<file path="src/rtl/down_counter_pkg.sv">
package down_counter_pkg;
   localparam int COUNT_W = 8;
   localparam int DIGIT_W = 4;
   localparam int APB_AW = 12;
   localparam logic [APB_AW-1:0] CTRL_OFFSET = 12'h000;
   localparam logic [APB_AW-1:0] STATUS_OFFSET = 12'h004;
   localparam int CTRL_DECIMAL_BIT = 0;
   localparam int STATUS_ZERO_BIT = 8;
   localparam logic CTRL_DECIMAL_RESET = 1'b0;
   localparam logic [COUNT_W-1:0] MAX_BINARY = 8'hFF;
   localparam logic [COUNT_W-1:0] MAX_DECIMAL = 8'h99;
   localparam logic [DIGIT_W-1:0] DIGIT_MAX = 4'h9;
   localparam logic [DIGIT_W-1:0] DIGIT_ONE = 4'h1;
   localparam logic [COUNT_W-1:0] COUNT_ONE = 8'h01;
   localparam logic [COUNT_W-1:0] COUNT_ZERO = 8'h00;
   localparam logic [31:0] RDATA_ZERO = 32'h00000000;
endpackage : down_counter_pkg

</file>
<file path="src/rtl/reg_link_if.sv">
`timescale 1ns/1ps
interface reg_link_if;
   logic decimal_mode;
   logic [7:0] count;
   logic zero_active;
   modport regs (output decimal_mode, input count, input zero_active);
   modport core (input decimal_mode, output count, output zero_active);
endinterface : reg_link_if

</file>
<file path="src/rtl/presettable_down_counter.sv">
// Our own choices: register access over APB and the register offsets.
`timescale 1ns/1ps
// Function
// - with gate low and no load or clear, each clock edge decrements by one
// - with gate high and no load or clear, the count holds
// - zero flag low while count is zero and gate low, one clock period
// - synchronous load low captures preset bus on next edge, gate ignored
// - asynchronous load low forces preset bus into count at once
// - clear low forces maximum count at once: 99 decimal, 255 binary
// - priority: clear, asynchronous load, synchronous load, count gate
// - counting from zero reloads maximum, giving 100 or 256 clock cycle
// - all controls and the zero flag are active low
// - decimal variant is two BCD digits, binary variant one 8-bit counter
// - preset upper nibble is tens digit, lower is units; binary bit 7 MSB
module presettable_down_counter import down_counter_pkg::*; (
   input wire logic i_ref_clk,
   input wire logic i_rstn,
   input wire logic i_count_gate_n,
   input wire logic i_load_sync_n,
   input wire logic i_load_async_n,
   input wire logic i_set_max_n,
   input wire logic [COUNT_W-1:0] i_preset_bus_bits,
   input wire logic i_psel,
   input wire logic i_penable,
   input wire logic i_pwrite,
   input wire logic [APB_AW-1:0] i_paddr,
   input wire logic [31:0] i_pwdata,
   output logic o_pready,
   output logic [31:0] o_prdata,
   output logic o_pslverr,
   output logic o_zero_flag_n
);
   reg_link_if link ();

   typedef enum logic [2:0] {
      ACT_HOLD,
      ACT_COUNT,
      ACT_LOAD_SYNC,
      ACT_LOAD_ASYNC,
      ACT_SET_MAX
   } action_e;

   typedef enum logic {
      MODE_BINARY,
      MODE_DECIMAL
   } mode_e;

   action_e action;
   mode_e mode;
   logic [DIGIT_W-1:0] units;
   logic [DIGIT_W-1:0] tens;
   logic [DIGIT_W-1:0] next_units;
   logic [DIGIT_W-1:0] next_tens;
   logic [DIGIT_W-1:0] live_units;
   logic [DIGIT_W-1:0] live_tens;
   logic [DIGIT_W-1:0] preset_units;
   logic [DIGIT_W-1:0] preset_tens;
   logic [DIGIT_W-1:0] max_units;
   logic [DIGIT_W-1:0] max_tens;
   logic [DIGIT_W-1:0] step_units;
   logic [DIGIT_W-1:0] step_tens;
   logic [COUNT_W-1:0] live_count;
   logic units_borrow;
   logic live_units_zero;
   logic live_tens_zero;
   logic gate_on;
   logic count_is_zero;

   // maximum count of the selected variant
   function automatic logic [COUNT_W-1:0] max_count(
      input mode_e sel
   );
      case (sel)
         MODE_DECIMAL: begin
            max_count = MAX_DECIMAL;
         end
         MODE_BINARY: begin
            max_count = MAX_BINARY;
         end
         default: begin
            max_count = MAX_BINARY;
         end
      endcase
   endfunction : max_count

   // top value of one digit: nine for a decade, fifteen for a binary nibble
   function automatic logic [DIGIT_W-1:0] digit_top(
      input mode_e sel
   );
      case (sel)
         MODE_DECIMAL: begin
            digit_top = DIGIT_MAX;
         end
         MODE_BINARY: begin
            digit_top = MAX_BINARY[DIGIT_W-1:0];
         end
         default: begin
            digit_top = MAX_BINARY[DIGIT_W-1:0];
         end
      endcase
   endfunction : digit_top

   function automatic logic digit_is_zero(
      input logic [DIGIT_W-1:0] digit
   );
      digit_is_zero = (digit == '0);
   endfunction : digit_is_zero

   // one digit down; zero wraps to the top value, the caller passes the borrow on
   function automatic logic [DIGIT_W-1:0] digit_down(
      input logic [DIGIT_W-1:0] digit,
      input mode_e sel
   );
      if (digit_is_zero(digit)) begin
         digit_down = digit_top(sel);
      end else begin
         digit_down = digit - DIGIT_ONE;
      end
   endfunction : digit_down

   // upper nibble is the tens digit, lower nibble the units, msb first in each
   function automatic logic [DIGIT_W-1:0] upper_digit(
      input logic [COUNT_W-1:0] value
   );
      upper_digit = value[COUNT_W-1:DIGIT_W];
   endfunction : upper_digit

   function automatic logic [DIGIT_W-1:0] lower_digit(
      input logic [COUNT_W-1:0] value
   );
      lower_digit = value[DIGIT_W-1:0];
   endfunction : lower_digit

   // one decision per clock for both digits, highest priority first
   function automatic action_e pick_action(
      input logic set_max_n,
      input logic load_async_n,
      input logic load_sync_n,
      input logic gate_n
   );
      if (!set_max_n) begin
         pick_action = ACT_SET_MAX;
      end else if (!load_async_n) begin
         pick_action = ACT_LOAD_ASYNC;
      end else if (!load_sync_n) begin
         pick_action = ACT_LOAD_SYNC;
      end else if (!gate_n) begin
         pick_action = ACT_COUNT;
      end else begin
         pick_action = ACT_HOLD;
      end
   endfunction : pick_action

   assign mode = mode_e'(link.decimal_mode);
   assign action = pick_action(i_set_max_n, i_load_async_n, i_load_sync_n, i_count_gate_n);
   assign gate_on = ~i_count_gate_n;
   assign preset_units = lower_digit(i_preset_bus_bits);
   assign preset_tens = upper_digit(i_preset_bus_bits);
   assign max_units = lower_digit(max_count(mode));
   assign max_tens = upper_digit(max_count(mode));
   assign step_units = digit_down(units, mode);
   assign step_tens = digit_down(tens, mode);
   // the tens digit moves only when the units digit passes through zero
   assign units_borrow = digit_is_zero(units);

   // clear and asynchronous load reach the visible count without a clock;
   // the digit flops catch up on the next edge, so only i_rstn feeds a reset path
   always_comb begin
      case (action)
         ACT_SET_MAX: begin
            live_units = max_units;
         end
         ACT_LOAD_ASYNC: begin
            live_units = preset_units;
         end
         ACT_LOAD_SYNC: begin
            live_units = units;
         end
         ACT_COUNT: begin
            live_units = units;
         end
         ACT_HOLD: begin
            live_units = units;
         end
         default: begin
            live_units = units;
         end
      endcase
   end

   always_comb begin
      case (action)
         ACT_SET_MAX: begin
            live_tens = max_tens;
         end
         ACT_LOAD_ASYNC: begin
            live_tens = preset_tens;
         end
         ACT_LOAD_SYNC: begin
            live_tens = tens;
         end
         ACT_COUNT: begin
            live_tens = tens;
         end
         ACT_HOLD: begin
            live_tens = tens;
         end
         default: begin
            live_tens = tens;
         end
      endcase
   end

   always_comb begin
      case (action)
         ACT_SET_MAX: begin
            next_units = max_units;
         end
         ACT_LOAD_ASYNC: begin
            next_units = preset_units;
         end
         ACT_LOAD_SYNC: begin
            next_units = preset_units;
         end
         ACT_COUNT: begin
            next_units = step_units;
         end
         ACT_HOLD: begin
            next_units = units;
         end
         default: begin
            next_units = units;
         end
      endcase
   end

   always_comb begin
      case (action)
         ACT_SET_MAX: begin
            next_tens = max_tens;
         end
         ACT_LOAD_ASYNC: begin
            next_tens = preset_tens;
         end
         ACT_LOAD_SYNC: begin
            next_tens = preset_tens;
         end
         ACT_COUNT: begin
            if (units_borrow) begin
               next_tens = step_tens;
            end else begin
               next_tens = tens;
            end
         end
         ACT_HOLD: begin
            next_tens = tens;
         end
         default: begin
            next_tens = tens;
         end
      endcase
   end

   // units digit; in binary mode it is the low nibble of one 8-bit counter
   always_ff @(posedge i_ref_clk or negedge i_rstn) begin
      if (!i_rstn) begin
         units <= MAX_BINARY[DIGIT_W-1:0];
      end else begin
         units <= next_units;
      end
   end

   // tens digit; in binary mode it is the high nibble of the same counter
   always_ff @(posedge i_ref_clk or negedge i_rstn) begin
      if (!i_rstn) begin
         tens <= MAX_BINARY[COUNT_W-1:DIGIT_W];
      end else begin
         tens <= next_tens;
      end
   end

   assign live_count = {live_tens, live_units};
   assign live_units_zero = digit_is_zero(live_units);
   assign live_tens_zero = digit_is_zero(live_tens);
   // left combinational so a cascade gate reaches the flag within the cycle
   assign count_is_zero = live_units_zero & live_tens_zero;
   assign o_zero_flag_n = ~(count_is_zero & gate_on);

   assign link.count = live_count;
   assign link.zero_active = ~o_zero_flag_n;

   counter_apb_regs u_counter_apb_regs (
      .i_ref_clk(i_ref_clk),
      .i_rstn(i_rstn),
      .i_psel(i_psel),
      .i_penable(i_penable),
      .i_pwrite(i_pwrite),
      .i_paddr(i_paddr),
      .i_pwdata(i_pwdata),
      .o_pready(o_pready),
      .o_prdata(o_prdata),
      .o_pslverr(o_pslverr),
      .link(link)
   );
endmodule : presettable_down_counter

</file>
<file path="src/rtl/counter_apb_regs.sv">
`timescale 1ns/1ps
module counter_apb_regs import down_counter_pkg::*; (
   input wire logic i_ref_clk,
   input wire logic i_rstn,
   input wire logic i_psel,
   input wire logic i_penable,
   input wire logic i_pwrite,
   input wire logic [APB_AW-1:0] i_paddr,
   input wire logic [31:0] i_pwdata,
   output logic o_pready,
   output logic [31:0] o_prdata,
   output logic o_pslverr,
   reg_link_if.regs link
);
   logic decimal_mode;
   logic access;
   logic hit_ctrl;
   logic hit_status;

   assign access = i_psel & i_penable;
   assign hit_ctrl = (i_paddr == CTRL_OFFSET);
   assign hit_status = (i_paddr == STATUS_OFFSET);
   assign link.decimal_mode = decimal_mode;

   // one wait state so that pready and prdata both leave flip-flops
   always_ff @(posedge i_ref_clk or negedge i_rstn) begin
      if (!i_rstn) begin
         o_pready <= 1'b0;
         o_pslverr <= 1'b0;
         o_prdata <= RDATA_ZERO;
      end else begin
         o_pready <= access & ~o_pready;
         o_pslverr <= access & ~o_pready & ~(hit_ctrl | hit_status);
         o_prdata <= RDATA_ZERO;
         if (access && !o_pready && !i_pwrite) begin
            if (hit_ctrl) begin
               o_prdata[CTRL_DECIMAL_BIT] <= decimal_mode;
            end else if (hit_status) begin
               o_prdata[COUNT_W-1:0] <= link.count;
               o_prdata[STATUS_ZERO_BIT] <= link.zero_active;
            end
         end
      end
   end

   // write lands only on the edge where the master sees pready
   always_ff @(posedge i_ref_clk or negedge i_rstn) begin
      if (!i_rstn) begin
         decimal_mode <= CTRL_DECIMAL_RESET;
      end else if (access && o_pready && i_pwrite && hit_ctrl) begin
         decimal_mode <= i_pwdata[CTRL_DECIMAL_BIT];
      end
   end
endmodule : counter_apb_regs

</file>
<file path="config.mk">
export PLATFORM = sky130hd
export DESIGN_NAME = presettable_down_counter
export DESIGN_NICKNAME = d
export VERILOG_FILES = /design/src/rtl/down_counter_pkg.sv /design/src/rtl/reg_link_if.sv /design/src/rtl/presettable_down_counter.sv /design/src/rtl/counter_apb_regs.sv
export SDC_FILE = /design/constraint.sdc
export NUM_CORES = 1
export LEC_CHECK = 0
export BUFFER_PORTS_ARGS = -buffer_cell sky130_fd_sc_hd__buf_2
export CAP_MARGIN = 15
export CORE_UTILIZATION = 42
export CTS_CLUSTER_DIAMETER = 100
export DETAILED_ROUTE_END_ITERATION = 10
export GPL_TIMING_DRIVEN = 0
export PLACE_DENSITY = 0.83
export SYNTH_ARGS = -nofsm -noshare
export SYNTH_HDL_FRONTEND = slang
export SYNTH_SLANG_ARGS = --single-unit
</file>
<file path="constraint.sdc">
create_clock -name i_ref_clk -period 1.92 [get_ports i_ref_clk]
set_input_delay 0.288 -clock i_ref_clk [delete_from_list [all_inputs] [get_ports i_ref_clk]]
set_output_delay 0.288 -clock i_ref_clk [all_outputs]
set_load 0.05 [all_outputs]
</file>
# Yosys cells after proc, flatten, opt, wreduce, memory -nomap -nowiden
# Index checks and enable logic that the tools add are counted.
# classes
n_addsub	2
eq_ne	6
n_mux	17
bitwise	11
reduce_logical	15
# ops
cell	n
case mux 4 bit (2 select lines)	3
case mux 4 bit (3 select lines)	2
2-to-1 mux 9 bit	2
zero test 4 bit	4
case mux 8 bit (2 select lines)	1
equality test 12 x 3 -> 1 bit (second input constant)	1
zero test 12 bit	1
2-to-1 mux 4 bit	3
2-to-1 mux 8 bit	1
subtractor 4 x 1 -> 4 bit (second input constant)	2
equality test 3 x 2 -> 1 bit (second input constant)	2
2-to-1 mux 3 bit	2
bitwise AND 1 bit	5
logical AND 1 bit	5
NOT 1 bit	5
equality test 3 x 1 -> 1 bit (second input constant)	1
equality test 3 bit (second input constant)	1
nonzero test 3 bit	1
zero test 1 bit	2
2-to-1 mux 1 bit	2
2-to-1 mux 2 bit	1
inequality test 2 bit (second input constant)	1
AND reduction 2 bit	1
OR reduction 2 bit	1
bitwise OR 1 bit	1
# word_totals
ff_bits	20
elab_cells	57

# Longest topological paths before layout
# Gate-level depths: netlist of the first run.
# logic_depth
word_depth	12
depth_mapped	6

# Modules after synthesis
# A second synthesis of the first run with hierarchy kept.
# hier_totals
cells_unflattened	168
area_unflattened_um2	1550.2
# modules_own_cells
module	instances	cells_per_inst	area_per_inst_um2
presettable_down_counter	1	100	858.3
counter_apb_regs	1	68	691.9

# Worst setup path after synthesis of the first run
# No wires, ideal clock.
# synth_timing
kind	reg2out
startpoint	reg tens[2]
endpoint	out o_zero_flag_n
arrival_ns	1.641
path_slack_ns	-0.009
stages_incl_launch_ff	4
n_path_buf	1
cell_sequence	dfstp_2 > clkbuf_1 > nor4_1 > o22ai_1
# synth_between
elab_chain_cells	5
# synth_lines
item	line	source
start, declared	presettable_down_counter.sv:51	logic [DIGIT_W-1:0] tens;
start signal, assigned	presettable_down_counter.sv:276	tens <= MAX_BINARY[COUNT_W-1:DIGIT_W];
start signal, assigned	presettable_down_counter.sv:278	tens <= next_tens;
case mux 4 bit (2 select lines)	presettable_down_counter.sv:192	case (action)
zero test 4 bit	presettable_down_counter.sv:106	digit_is_zero = (digit == '0);
bitwise AND 1 bit	presettable_down_counter.sv:286	assign count_is_zero = live_units_zero & live_tens_zero;
bitwise AND 1 bit	presettable_down_counter.sv:287	assign o_zero_flag_n = ~(count_is_zero & gate_on);
NOT 1 bit	presettable_down_counter.sv:287	
end, declared	presettable_down_counter.sv:31	output logic o_zero_flag_n
# No other way between the ends.

# Worst setup path after layout of the first run
# layout_timing
startpoint	reg units[1]
endpoint	out o_zero_flag_n
# layout_between
elab_chain_cells	5
# layout_lines
item	line	source
start, declared	presettable_down_counter.sv:50	logic [DIGIT_W-1:0] units;
start signal, assigned	presettable_down_counter.sv:267	units <= MAX_BINARY[DIGIT_W-1:0];
start signal, assigned	presettable_down_counter.sv:269	units <= next_units;
case mux 4 bit (2 select lines)	presettable_down_counter.sv:169	case (action)
zero test 4 bit	presettable_down_counter.sv:106	
bitwise AND 1 bit	presettable_down_counter.sv:286	
bitwise AND 1 bit	presettable_down_counter.sv:287	
NOT 1 bit	presettable_down_counter.sv:287	
# No other way between the ends.

==> results of run 1 <==
-- layer usage --
metal / vias up / wire (um) / track usage, %
li1: 677 / - / -
met1: 640 / 1450 / 26.1
met2: 56 / 1630 / 30.4
met3: 10 / 234 / 4.62
met4: 0 / 72 / 8.57
met5: - / 0 / 0
-- per-stage QoR --
stage                     hold slack (ns)  setup WS [ns]  std cells  util [%]
final                               0.186        -0.0476        276      57.0
after global routing                0.175        -0.0727        276      57.0
after CTS                           0.175        -0.0385        276      57.0
after detailed placement            0.251         0.0526        271      54.3
after global placement              0.254         0.0778        271      54.3
after floorplan                  -0.00759          0.228        185         -
-- kinds of logic (layout without fill, tap and decap cells) --
logic type	after synthesis	count (layout)
flops	20	20
buf+inv	37	82
compound gates	40	40
xor+xnor	1	1
other cells	1	23
fa+ha+maj	4	4
simple gates	52	52
mux	8	8
-- sequential cells by signal, summed over array words and instances, names as in the netlist --
signal	cells
u_counter_apb_regs.o_pslverr	1
units	4
u_counter_apb_regs.o_prdata	9
u_counter_apb_regs.o_pready	1
u_counter_apb_regs.link.decimal_mode	1
tens	4
-- repair_timing --
action,CTS,global route
gates resized for setup,5,0
setup endpoints to repair,1,2
pin swaps,2,0
buffers inserted,2,0
hold buffers,1,0
endpoints found under the hold margin,12,0
-- placed cells by master, fill, tap and decap left out, types with 2 or more instances in the layout --
cell type and instances:
buf_2 40, buf_4 25, conb_1 23, a21oi_1 13
dfrtp_1 12, nand2_1 10, nor2_1 9, o21ai_0 9
dfstp_2 8, mux2i_1 7, inv_1 6, clkbuf_1 4
nor3_1 4, nor4_1 4, ha_1 4, nand2b_1 3
clkbuf_4 3, nor4_2 2, nand3_1 2, or4b_4 2
or4_1 2, buf_6 2, a31oi_1 2, nor3b_1 2
or4b_1 2, o21bai_1 2, o2bb2ai_1 2
-- area by class of cell --
type,instances,area share [%]
Multi-Input combinational cell,128,43.7
Sequential cell,20,26.6
Timing Repair Buffer,43,12.1
Buffer,29,10.6
Tap cell,46,3.00
Clock inverter,1,1.57
Clock buffer,3,1.17
Inverter,6,1.17
-- power breakdown --
group	internal, mW	total (mW)	switching (mW)
Sequential	0.448	0.476	0.0275
Combinational	0.111	0.317	0.205
Clock	0.211	0.351	0.140
-- how the worst min path moves through the flow --
stage | depth (start not counted) | startpoint | to
floorplan | 0 | i_rstn | u_counter_apb_regs.link.decimal_mode
global route | 2 | i_pwrite | u_counter_apb_regs.o_prdata[0]
global placement | 1 | i_rstn | u_counter_apb_regs.o_prdata[4]
CTS | 2 | i_pwrite | u_counter_apb_regs.o_prdata[0]
finish | 2 | i_pwrite | u_counter_apb_regs.o_prdata[0]
detailed placement | 1 | i_rstn | u_counter_apb_regs.o_prdata[4]
==> run_results.csv, run 1 <==
group,metric,value,unit
status,outcome,"finished with violations",
status,violations,"setup timing",
pwr,power,1.14,mW
yosys,synth_compound_area_share,17.2,%
final_layout,nFillCells,331,
final_layout,drive_above_1_share,39.6,%
yosys,yosys_warnings,0,
setup_path,required,1.63,ns
die,die-width,61.4,um
final_layout,nNetsFinal,296,
cts,cts_root_buf,"clkbuf_4",
yosys,synthXorXnorAreaFrac,0.592,%
die,io_pins,96,
die,die_y,61.4,um
yosys,synth_top_area_share,20.3,%
min_path,hold_class,"in -> reg",
sta,slew_violations,0,
yosys,synth_area_per_cell,9.08,um^2
sta,setup_ws,-0.0476,ns
setup_path,critPathSlowestCell,"or4_4",
setup_path,critical_path_cell_count,4,
detailed_routing,routed_via_density,5.01,
grt,grt-ovfl-total,0,
grt,grt_max_degree,21,
setup_path,critPathMaxStageDelay,0.55,ns
pwr,leakage,1.02,nW
yosys,synth-edff-count,0,
detailed_routing,first_pass_iters,4,
setup_path,critical_path_class,"reg -> out",
sta,period_needed,1.97,ns
setup_path,endpoint,"o_zero_flag_n",
placed_design,dpl_cell_area,1830,um^2
detailed_routing,drc,0,
yosys,synth_largest_area_cell,"dfrtp_1",
grt,antenna_found_initial,0,
detailed_routing,vias,1383,
yosys,synthesis.area,1480,um^2
yosys,synthAdderAreaFrac,3.38,%
sta,fin_skew,0.0136,ns
setup_path,crit_chain,"or4_4, nor3_4, o22ai_2, buf_6",
placed_design,gp_congestion,0.856,
sta,finalSetupViolCount,1,
grt,grt_first_pass_wirelength,5.37,mm
setup_path,cp.arrival,1.68,ns
detailed_routing,routed_wl,3.39,mm
grt,grt_pass1_vias,1203,
final_layout,ff_latch_area,510,um^2
yosys,synth-main-ff-cell,"dfrtp_1",
setup_path,startpoint_type,"flop",
detailed_routing,detail-route-antenna-nets,0,
pwr,p_per_area,597,nW/um^2
cts,tritoncts,"yes",
yosys,ys_types,47,
yosys,yosys-top-cells-area,"dfrtp_1 (20%), dfstp_2 (14%), buf_4 (12%)",
yosys,netlist_instances,163,
sta,rsz0062_at_grt,"true",
die,die_area,3770,um^2
sta,max_freq,508,MHz
yosys,muxShareOfSynthArea,5.49,%
cts,clk_path_buf_depth,2,
cts,cts_buffers,3,
yosys,ys_ff_latch,20,
sta,timing.final.hold_violations,0,
setup_path,timing.critical_path.buf_inv,1,
final_layout,insertedDiodeCount,0,
yosys,yosysSeqAreaShare,34.5,%
die,start_util,44.0,%
yosys,yosysMostFrequentCell,"buf_4",
die,rows,21,
setup_path,worst-path-max-fanout,2,
setup_path,r2r_setup_slack,0.09,ns
yosys,ys_async_sr_fraction,100,%
sta,setup_tns,-0.0476,ns
cts,path_clk_slew,0.13,ns
setup_path,r2r-start,"units[1]",
yosys,synth_commonest_cells,"buf_4 (23), a21oi_1 (13), dfrtp_1 (12)",
setup_path,r2r-end,"tens[2]",
final_layout,multi_input_area,838,um^2
cts,htreeDepth,1,
detailed_routing,drt_first_iter_violations,40,
setup_path,rr_worst_depth,7,
yosys,synth_top_family_by_area,"simple AND/OR/NAND/NOR gates",
sta,post-route-period-util,102,%
grt,grtUsageTotal,19.6,%
final_layout,areaGrowthSynthToFinish,29.5,%
final_layout,postLayoutCellArea,1920,um^2
cts,clk_latency,0.31,ns
setup_path,crit_start,"units[1]",
run,max_cap_viol_count,0,
cts,clock-sinks,20,
setup_path,cp-end-kind,"output pin",
setup_path,cp_top_family,"simple AND/OR/NAND/NOR gates",
pwr,ir_drop,0.000369,V
detailed_routing,detail_route.wl_per_cell,12.3,um
yosys,synth_simple_gate_area_share,22.7,%
placed_design,portBuffers,40,
placed_design,hpwl,2.58,mm
die,core_area,3360,um^2
Power figures use the tool's default switching activity.
==> inputs of run 2 (changes only) <==
Settings changed: CORE_UTILIZATION 42 to 43, SYNTH_HIERARCHICAL set to 1.
==> run 2 against run 1 <==
Net effect: the flow now finishes without violations; sequential share of layout area decreased by 1.7 points; die area grew 2.2%; clock-buffer cell count is the same; maximum frequency rose by 4.3%; clock skew down 0.0089 ns; non-clock buffer count is 3 higher; global-route usage down 0.77 points; design area grew 7.0%; power grew 2.9%; flip-flop and latch count is the same; critical path depth is the same; via count rose by 3.6%; largest cell class unchanged; highest routed layer unchanged.
==> run_results.csv, run 2 <==
group,metric,value,unit
status,outcome,"finished clean",
yosys,yosys_warnings,6,
final_layout,regMostFlops,"u_counter_apb_regs/o_prdata",
final_layout,final_common_cell,"buf_2",
sta,slew_violations,0,
pwr,p_per_area,573,nW/um^2
yosys,synth_top_area_share,19.4,%
yosys,yosysSeqAreaShare,32.9,%
yosys,yosysMostFrequentCell,"buf_4",
detailed_routing,routed_wl,3.49,mm
pwr,power,1.18,mW
placed_design,placed_cells,276,
sta,period_needed,1.89,ns
detailed_routing,drt_first_iter_violations,68,
cts,htreeDepth,1,
setup_path,required,1.63,ns
yosys,yosys-top-cells-area,"dfrtp_1 (19%), dfstp_2 (14%), buf_4 (11%)",
detailed_routing,detail-route-antenna-nets,0,
yosys,synthesis.area,1550,um^2
final_layout,postLayoutCellArea,2050,um^2
yosys,ys_async_sr_fraction,100,%
cts,clk_latency,0.30,ns
yosys,synth_largest_area_cell,"dfrtp_1",
final_layout,areaGrowthSynthToFinish,32.4,%
detailed_routing,first_pass_iters,4,
yosys,ys_ff_latch,20,
final_layout,insertedDiodeCount,0,
cts,clk_path_buf_depth,2,
final_layout,largest_reg_flops,9,
sta,relSlewSlack,66.6,%
detailed_routing,drc,0,
setup_path,cp-end-kind,"output pin",
grt,grt_first_pass_wirelength,5.32,mm
setup_path,r2r-start,"units[3]",
detailed_routing,routed_via_density,4.99,
cts,path_clk_slew,0.12,ns
sta,setup_tns,0,ns
placed_design,dpl_cell_area,1890,um^2
cts,clock-sinks,20,
min_path,hold_path_end,"u_counter_apb_regs/o_prdata[0]",
final_layout,drive_above_1_share,43.6,%
placed_design,hpwl,2.61,mm
final_layout,nFillCells,285,
final_layout,mostFrequentLayoutCells,"buf_2 (40), buf_4 (30), conb_1 (23), inv_1 (14), nor3_1 (12)",
sta,timing.final.hold_violations,0,
yosys,netlist_instances,168,
sta,max_freq,530,MHz
die,die_area,3850,um^2
setup_path,r2r-end,"u_counter_apb_regs/o_prdata[8]",
cts,cts_buffers,3,
die,die_y,62.0,um
placed_design,portBuffers,40,
die,io_pins,96,
grt,grt-ovfl-total,0,
yosys,synth-main-ff-cell,"dfrtp_1",
yosys,ys_types,52,
min_path,hold_class,"in -> reg",
setup_path,worst-path-max-fanout,4,
detailed_routing,vias,1433,
yosys,synth-edff-count,0,
setup_path,cp.arrival,1.60,ns
setup_path,rr_worst_depth,9,
setup_path,r2r_setup_slack,0.09,ns
die,die-width,62.0,um
die,core_area,3390,um^2
run,max_cap_viol_count,0,
detailed_routing,detail_route.wl_per_cell,12.1,um
sta,rsz0062_at_grt,"true",
die,rows,21,
final_layout,nNetsFinal,307,
cts,cts_root_buf,"clkbuf_4",
sta,tightest_slew,0.500,ns
setup_path,startpoint_type,"flop",
yosys,synth_commonest_cells,"buf_4 (23), inv_1 (14), nor3_1 (13)",
min_path,worstHoldStart,"i_pwrite",
sta,fin_skew,0.00473,ns
sta,post-route-period-util,98.3,%
grt,grt_pass1_vias,1242,
sta,finalSetupViolCount,0,
sta,setup_ws,0.0331,ns
pwr,ir_drop,0.000251,V
final_layout,instances_no_fill,287,
cts,tritoncts,"yes",
min_path,hold_depth,2,
placed_design,dp_slack,0.0442,ns
final_layout,reg_top3,"u_counter_apb_regs/o_prdata: 9 flops, tens: 4 flops, units: 4 flops",
grt,grtUsageTotal,18.8,%
die,start_util,45.7,%
grt,grt_max_degree,21,
yosys,synth_area_per_cell,9.23,um^2
pwr,leakage,1.08,nW
placed_design,gp_congestion,0.844,
grt,antenna_found_initial,0,
setup_path,critical_path_class,"reg -> out",
==> run 2: worst max path at each step <==
stage	startpoint	end	slack, ns	cells past startpoint
floorplan	i_load_async_n	o_zero_flag_n	0.21	5
global placement	i_load_async_n	o_zero_flag_n	0.12	6
detailed placement	i_load_async_n	o_zero_flag_n	0.04	6
CTS	units[3]	o_zero_flag_n	0.006	5
global route	units[3]	u_counter_apb_regs/o_prdata[8]	-0.06	9
finish	tens[1]	o_zero_flag_n	0.03	4
==> run 2: cell type report <==
type                    instances  area (um^2)  share of cell area, %
clock buffers                   3         22.5                   1.10
well taps                      46         57.6                   2.80
repair buffers                 48          269                   13.1
clock inverters                 1         30.0                   1.46
flip-flops and latches         20          512                   24.9
plain buffers                  27          204                   9.94
inverters                      14         52.6                   2.56
multi-input cells             128          905                   44.1
==> run 2: power breakdown <==
part | switching, mW | internal (mW) | total (mW)
logic | 0.227 | 0.134 | 0.360
registers | 0.0230 | 0.449 | 0.472
clock network | 0.133 | 0.211 | 0.344
==> run 2: worst max-delay path, cell delays in order (launching register included) <==
cell and delay, ns:
dfstp_2 0.41, mux2i_2 0.22, nand3_2 0.12, a2111o_1 0.37, buf_6 0.16
==> run 2: stage by stage <==
step	hold WS, ns	utilization [%]
2_1_floorplan	-0.00759	-
3_3_place_gp	0.253	55.8
3_5_place_dp	0.258	55.8
4_1_cts	0.153	59.7
5_1_grt	0.154	60.5
6_report	0.160	60.5
==> run 2: layer usage <==
metal	vias up	global-route usage (%)	routed length, um
met5	-	0	0
met4	0	6.67	37
met3	4	2.69	185
met2	47	31.5	1770
met1	676	24.8	1490
li1	706	-	-
==> run 2: what timing repair did <==
item,CTS,global route
setup buffers,5,2
hold buffers,1,0
gates resized for setup,7,6
pin swaps,3,5
endpoints found under the hold margin,12,0
endpoints found under the setup margin,1,2
gates cloned,0,0
==> run 2: cell families after synthesis <==
family,Yosys count,synth area share (%)
simple gates,53,21.8
buf+inv,42,17.3
compound gates,37,17.3
flops,20,32.9
mux,11,7.26
fa+ha+maj,4,3.23
other cells,1,0.242
==> inputs of run 3 (changes only) <==
Settings changed: CORE_UTILIZATION 43 to 46, PLACE_DENSITY 0.83 to 0.88, RECOVER_POWER set to 50.
Clock period 1.92 ns to 2.21 ns, I/O delays scaled along.
==> run 3 against run 2 <==
Net effect: clock skew rose by 0.0072 ns; global-route usage rose by 1.3 points; via count fell by 2.9%; routed wire length fell by 2.2%; worst hold slack improved by 0.022 ns; flip-flop and latch count did not move; critical path depth rose by 1; first-iteration DRC count rose by 29%; combinational power fell by 18%; sequential power fell by 14%; design area fell by 5.2%; critical endpoint unchanged.
==> run_results.csv, run 3 (synthesized netlist as in run 2, its figures left out) <==
group,metric,value,unit
cts,cts_root_buf,"clkbuf_4",
sta,max_freq,463,MHz
grt,grtUsageTotal,20.1,%
pwr,leakage,1.03,nW
placed_design,portBuffers,40,
sta,post-route-period-util,97.8,%
status,outcome,"finished clean",
detailed_routing,routed_wl,3.41,mm
pwr,seq_power_share,40.4,%
detailed_routing,detail_route.wl_per_cell,12.2,um
setup_path,rr_worst_depth,6,
final_layout,postLayoutCellArea,1950,um^2
grt,grt_first_pass_wirelength,5.43,mm
grt,grt-ovfl-total,0,
pwr,comb_power_share,29.2,%
cts,htreeDepth,1,
final_layout,areaGrowthSynthToFinish,25.5,%
cts,cts_buffers,3,
cts,cts_resized,0,
sta,period_needed,2.16,ns
detailed_routing,routed_via_density,4.99,
final_layout,mostFrequentLayoutCells,"buf_2 (37), buf_4 (23), conb_1 (23), inv_1 (14), nor3_1 (13)",
final_layout,largest_reg_flops,9,
sta,setup_tns,0,ns
cts,path_clk_slew,0.13,ns
cts,postCtsSetupBuffers,0,
sta,timing.final.hold_violations,0,
detailed_routing,first_pass_iters,4,
detailed_routing,top_layer,"met4",
setup_path,worst-path-max-fanout,6,
cts,clk_path_buf_depth,2,
setup_path,cp-end-kind,"output pin",
die,rows,20,
placed_design,dp_slack,0.295,ns
pwr,p_per_area,519,nW/um^2
sta,relSlewSlack,28.5,%
pwr,clockPowerShare,30.4,%
die,io_pins,96,
setup_path,startpoint_type,"flop",
detailed_routing,drc,0,
pwr,ir_drop,0.000206,V
die,die_y,60.1,um
cts,tritoncts,"yes",
detailed_routing,met1_length,1.47,mm
min_path,hold_depth,2,
detailed_routing,drt_first_iter_violations,88,
cts,clk_latency,0.31,ns
final_layout,insertedDiodeCount,0,
sta,slew_violations,0,
detailed_routing,vias,1392,
setup_path,cp.arrival,1.83,ns
setup_path,critical_path_class,"reg -> out",
sta,rsz0062_at_grt,"false",
die,core_area,3130,um^2
min_path,hold_class,"in -> reg",
die,start_util,49.6,%
sta,tightest_slew,1.07,ns
sta,finalSetupViolCount,0,
die,die_area,3610,um^2
pwr,p_sw,0.333,mW
final_layout,regMostFlops,"u_counter_apb_regs/o_prdata",
detailed_routing,detail-route-antenna-nets,0,
placed_design,dpl_cell_area,1890,um^2
final_layout,utilization,62.2,%
grt,antenna_found_initial,0,
pwr,swShare,32.9,%
cts,clock-sinks,20,
sta,fin_skew,0.0119,ns
setup_path,required,1.88,ns
final_layout,multi_input_area,855,um^2
sta,setup_ws,0.0495,ns
final_layout,reg_top3,"u_counter_apb_regs/o_prdata: 9 flops, tens: 4 flops, units: 4 flops",
pwr,p_int,0.678,mW
final_layout,drive_above_1_share,36.2,%
grt,grt_pass1_vias,1289,
placed_design,gp_congestion,0.849,
detailed_routing,wl_met3,182,um
die,die-width,60.1,um
final_layout,nFillCells,273,
grt,grt_max_degree,21,
final_layout,nNetsFinal,301,
run,max_cap_viol_count,0,
final_layout,final_common_cell,"buf_2",
sta,timing.hold.ws,0.181,ns
detailed_routing,wl_met2,1.72,mm
final_layout,ff_latch_area,510,um^2
placed_design,hpwl,2.65,mm
## run 3: per-stage QoR
| stage | power [mW] | instances |
|---|---|---|
| floorplan | 0.633 | 190 |
| global placement | 0.698 | 274 |
| detailed placement | 0.705 | 274 |
| CTS | 1.01 | 279 |
| global route | 1.05 | 279 |
| finish | 1.01 | 279 |
## run 3: power groups by stage
stage                     clock network, mW  logic [mW]  registers (mW)
after floorplan                           0       0.217           0.415
after global placement                    0       0.286           0.412
after detailed placement                  0       0.292           0.413
after CTS                             0.307       0.294           0.407
after global routing                  0.319       0.318           0.410
final                                 0.307       0.296           0.408
## run 3: final timing paths
check                         start                        endpoint  slack, ns
max                        units[3]                   o_zero_flag_n       0.05
min                        i_pwrite  u_counter_apb_regs/o_prdata[0]       0.18
max reg2reg                units[0]                        units[1]       0.45
min reg2reg                 tens[1]                         tens[1]       0.54
max in group asynchronous    i_rstn  u_counter_apb_regs/o_prdata[8]       0.85
min in group asynchronous    i_rstn  u_counter_apb_regs/o_prdata[0]       0.71
## run 3: area by class of cell
class / count / area share, %
multi-input cells: 128 / 43.9
flip-flops and latches: 20 / 26.2
plain buffers: 28 / 11.1
repair buffers: 41 / 10.5
well taps: 44 / 2.83
inverters: 14 / 2.70
clock inverters: 1 / 1.54
clock buffers: 3 / 1.16
## run 3: critical path, cell delays in order, from the launching register on
cell and delay, ns:
dfstp_2 0.42, nand2b_1 0.16, o32ai_1 0.15, nand2b_1 0.14
a2111o_1 0.42, buf_2 0.22
## run 3: per-layer routing
metal  track usage [%]  vias to the layer above
li1                  -                      695
met1              24.8                      646
met2              35.4                       46
met3              3.46                        5
met4              6.31                        0
met5                 0                        -
## run 3: timing repair
action | CTS | global route
endpoints found under the hold margin | 12 | 0
hold buffers | 1 | 0
endpoints found under the setup margin | 0 | 0
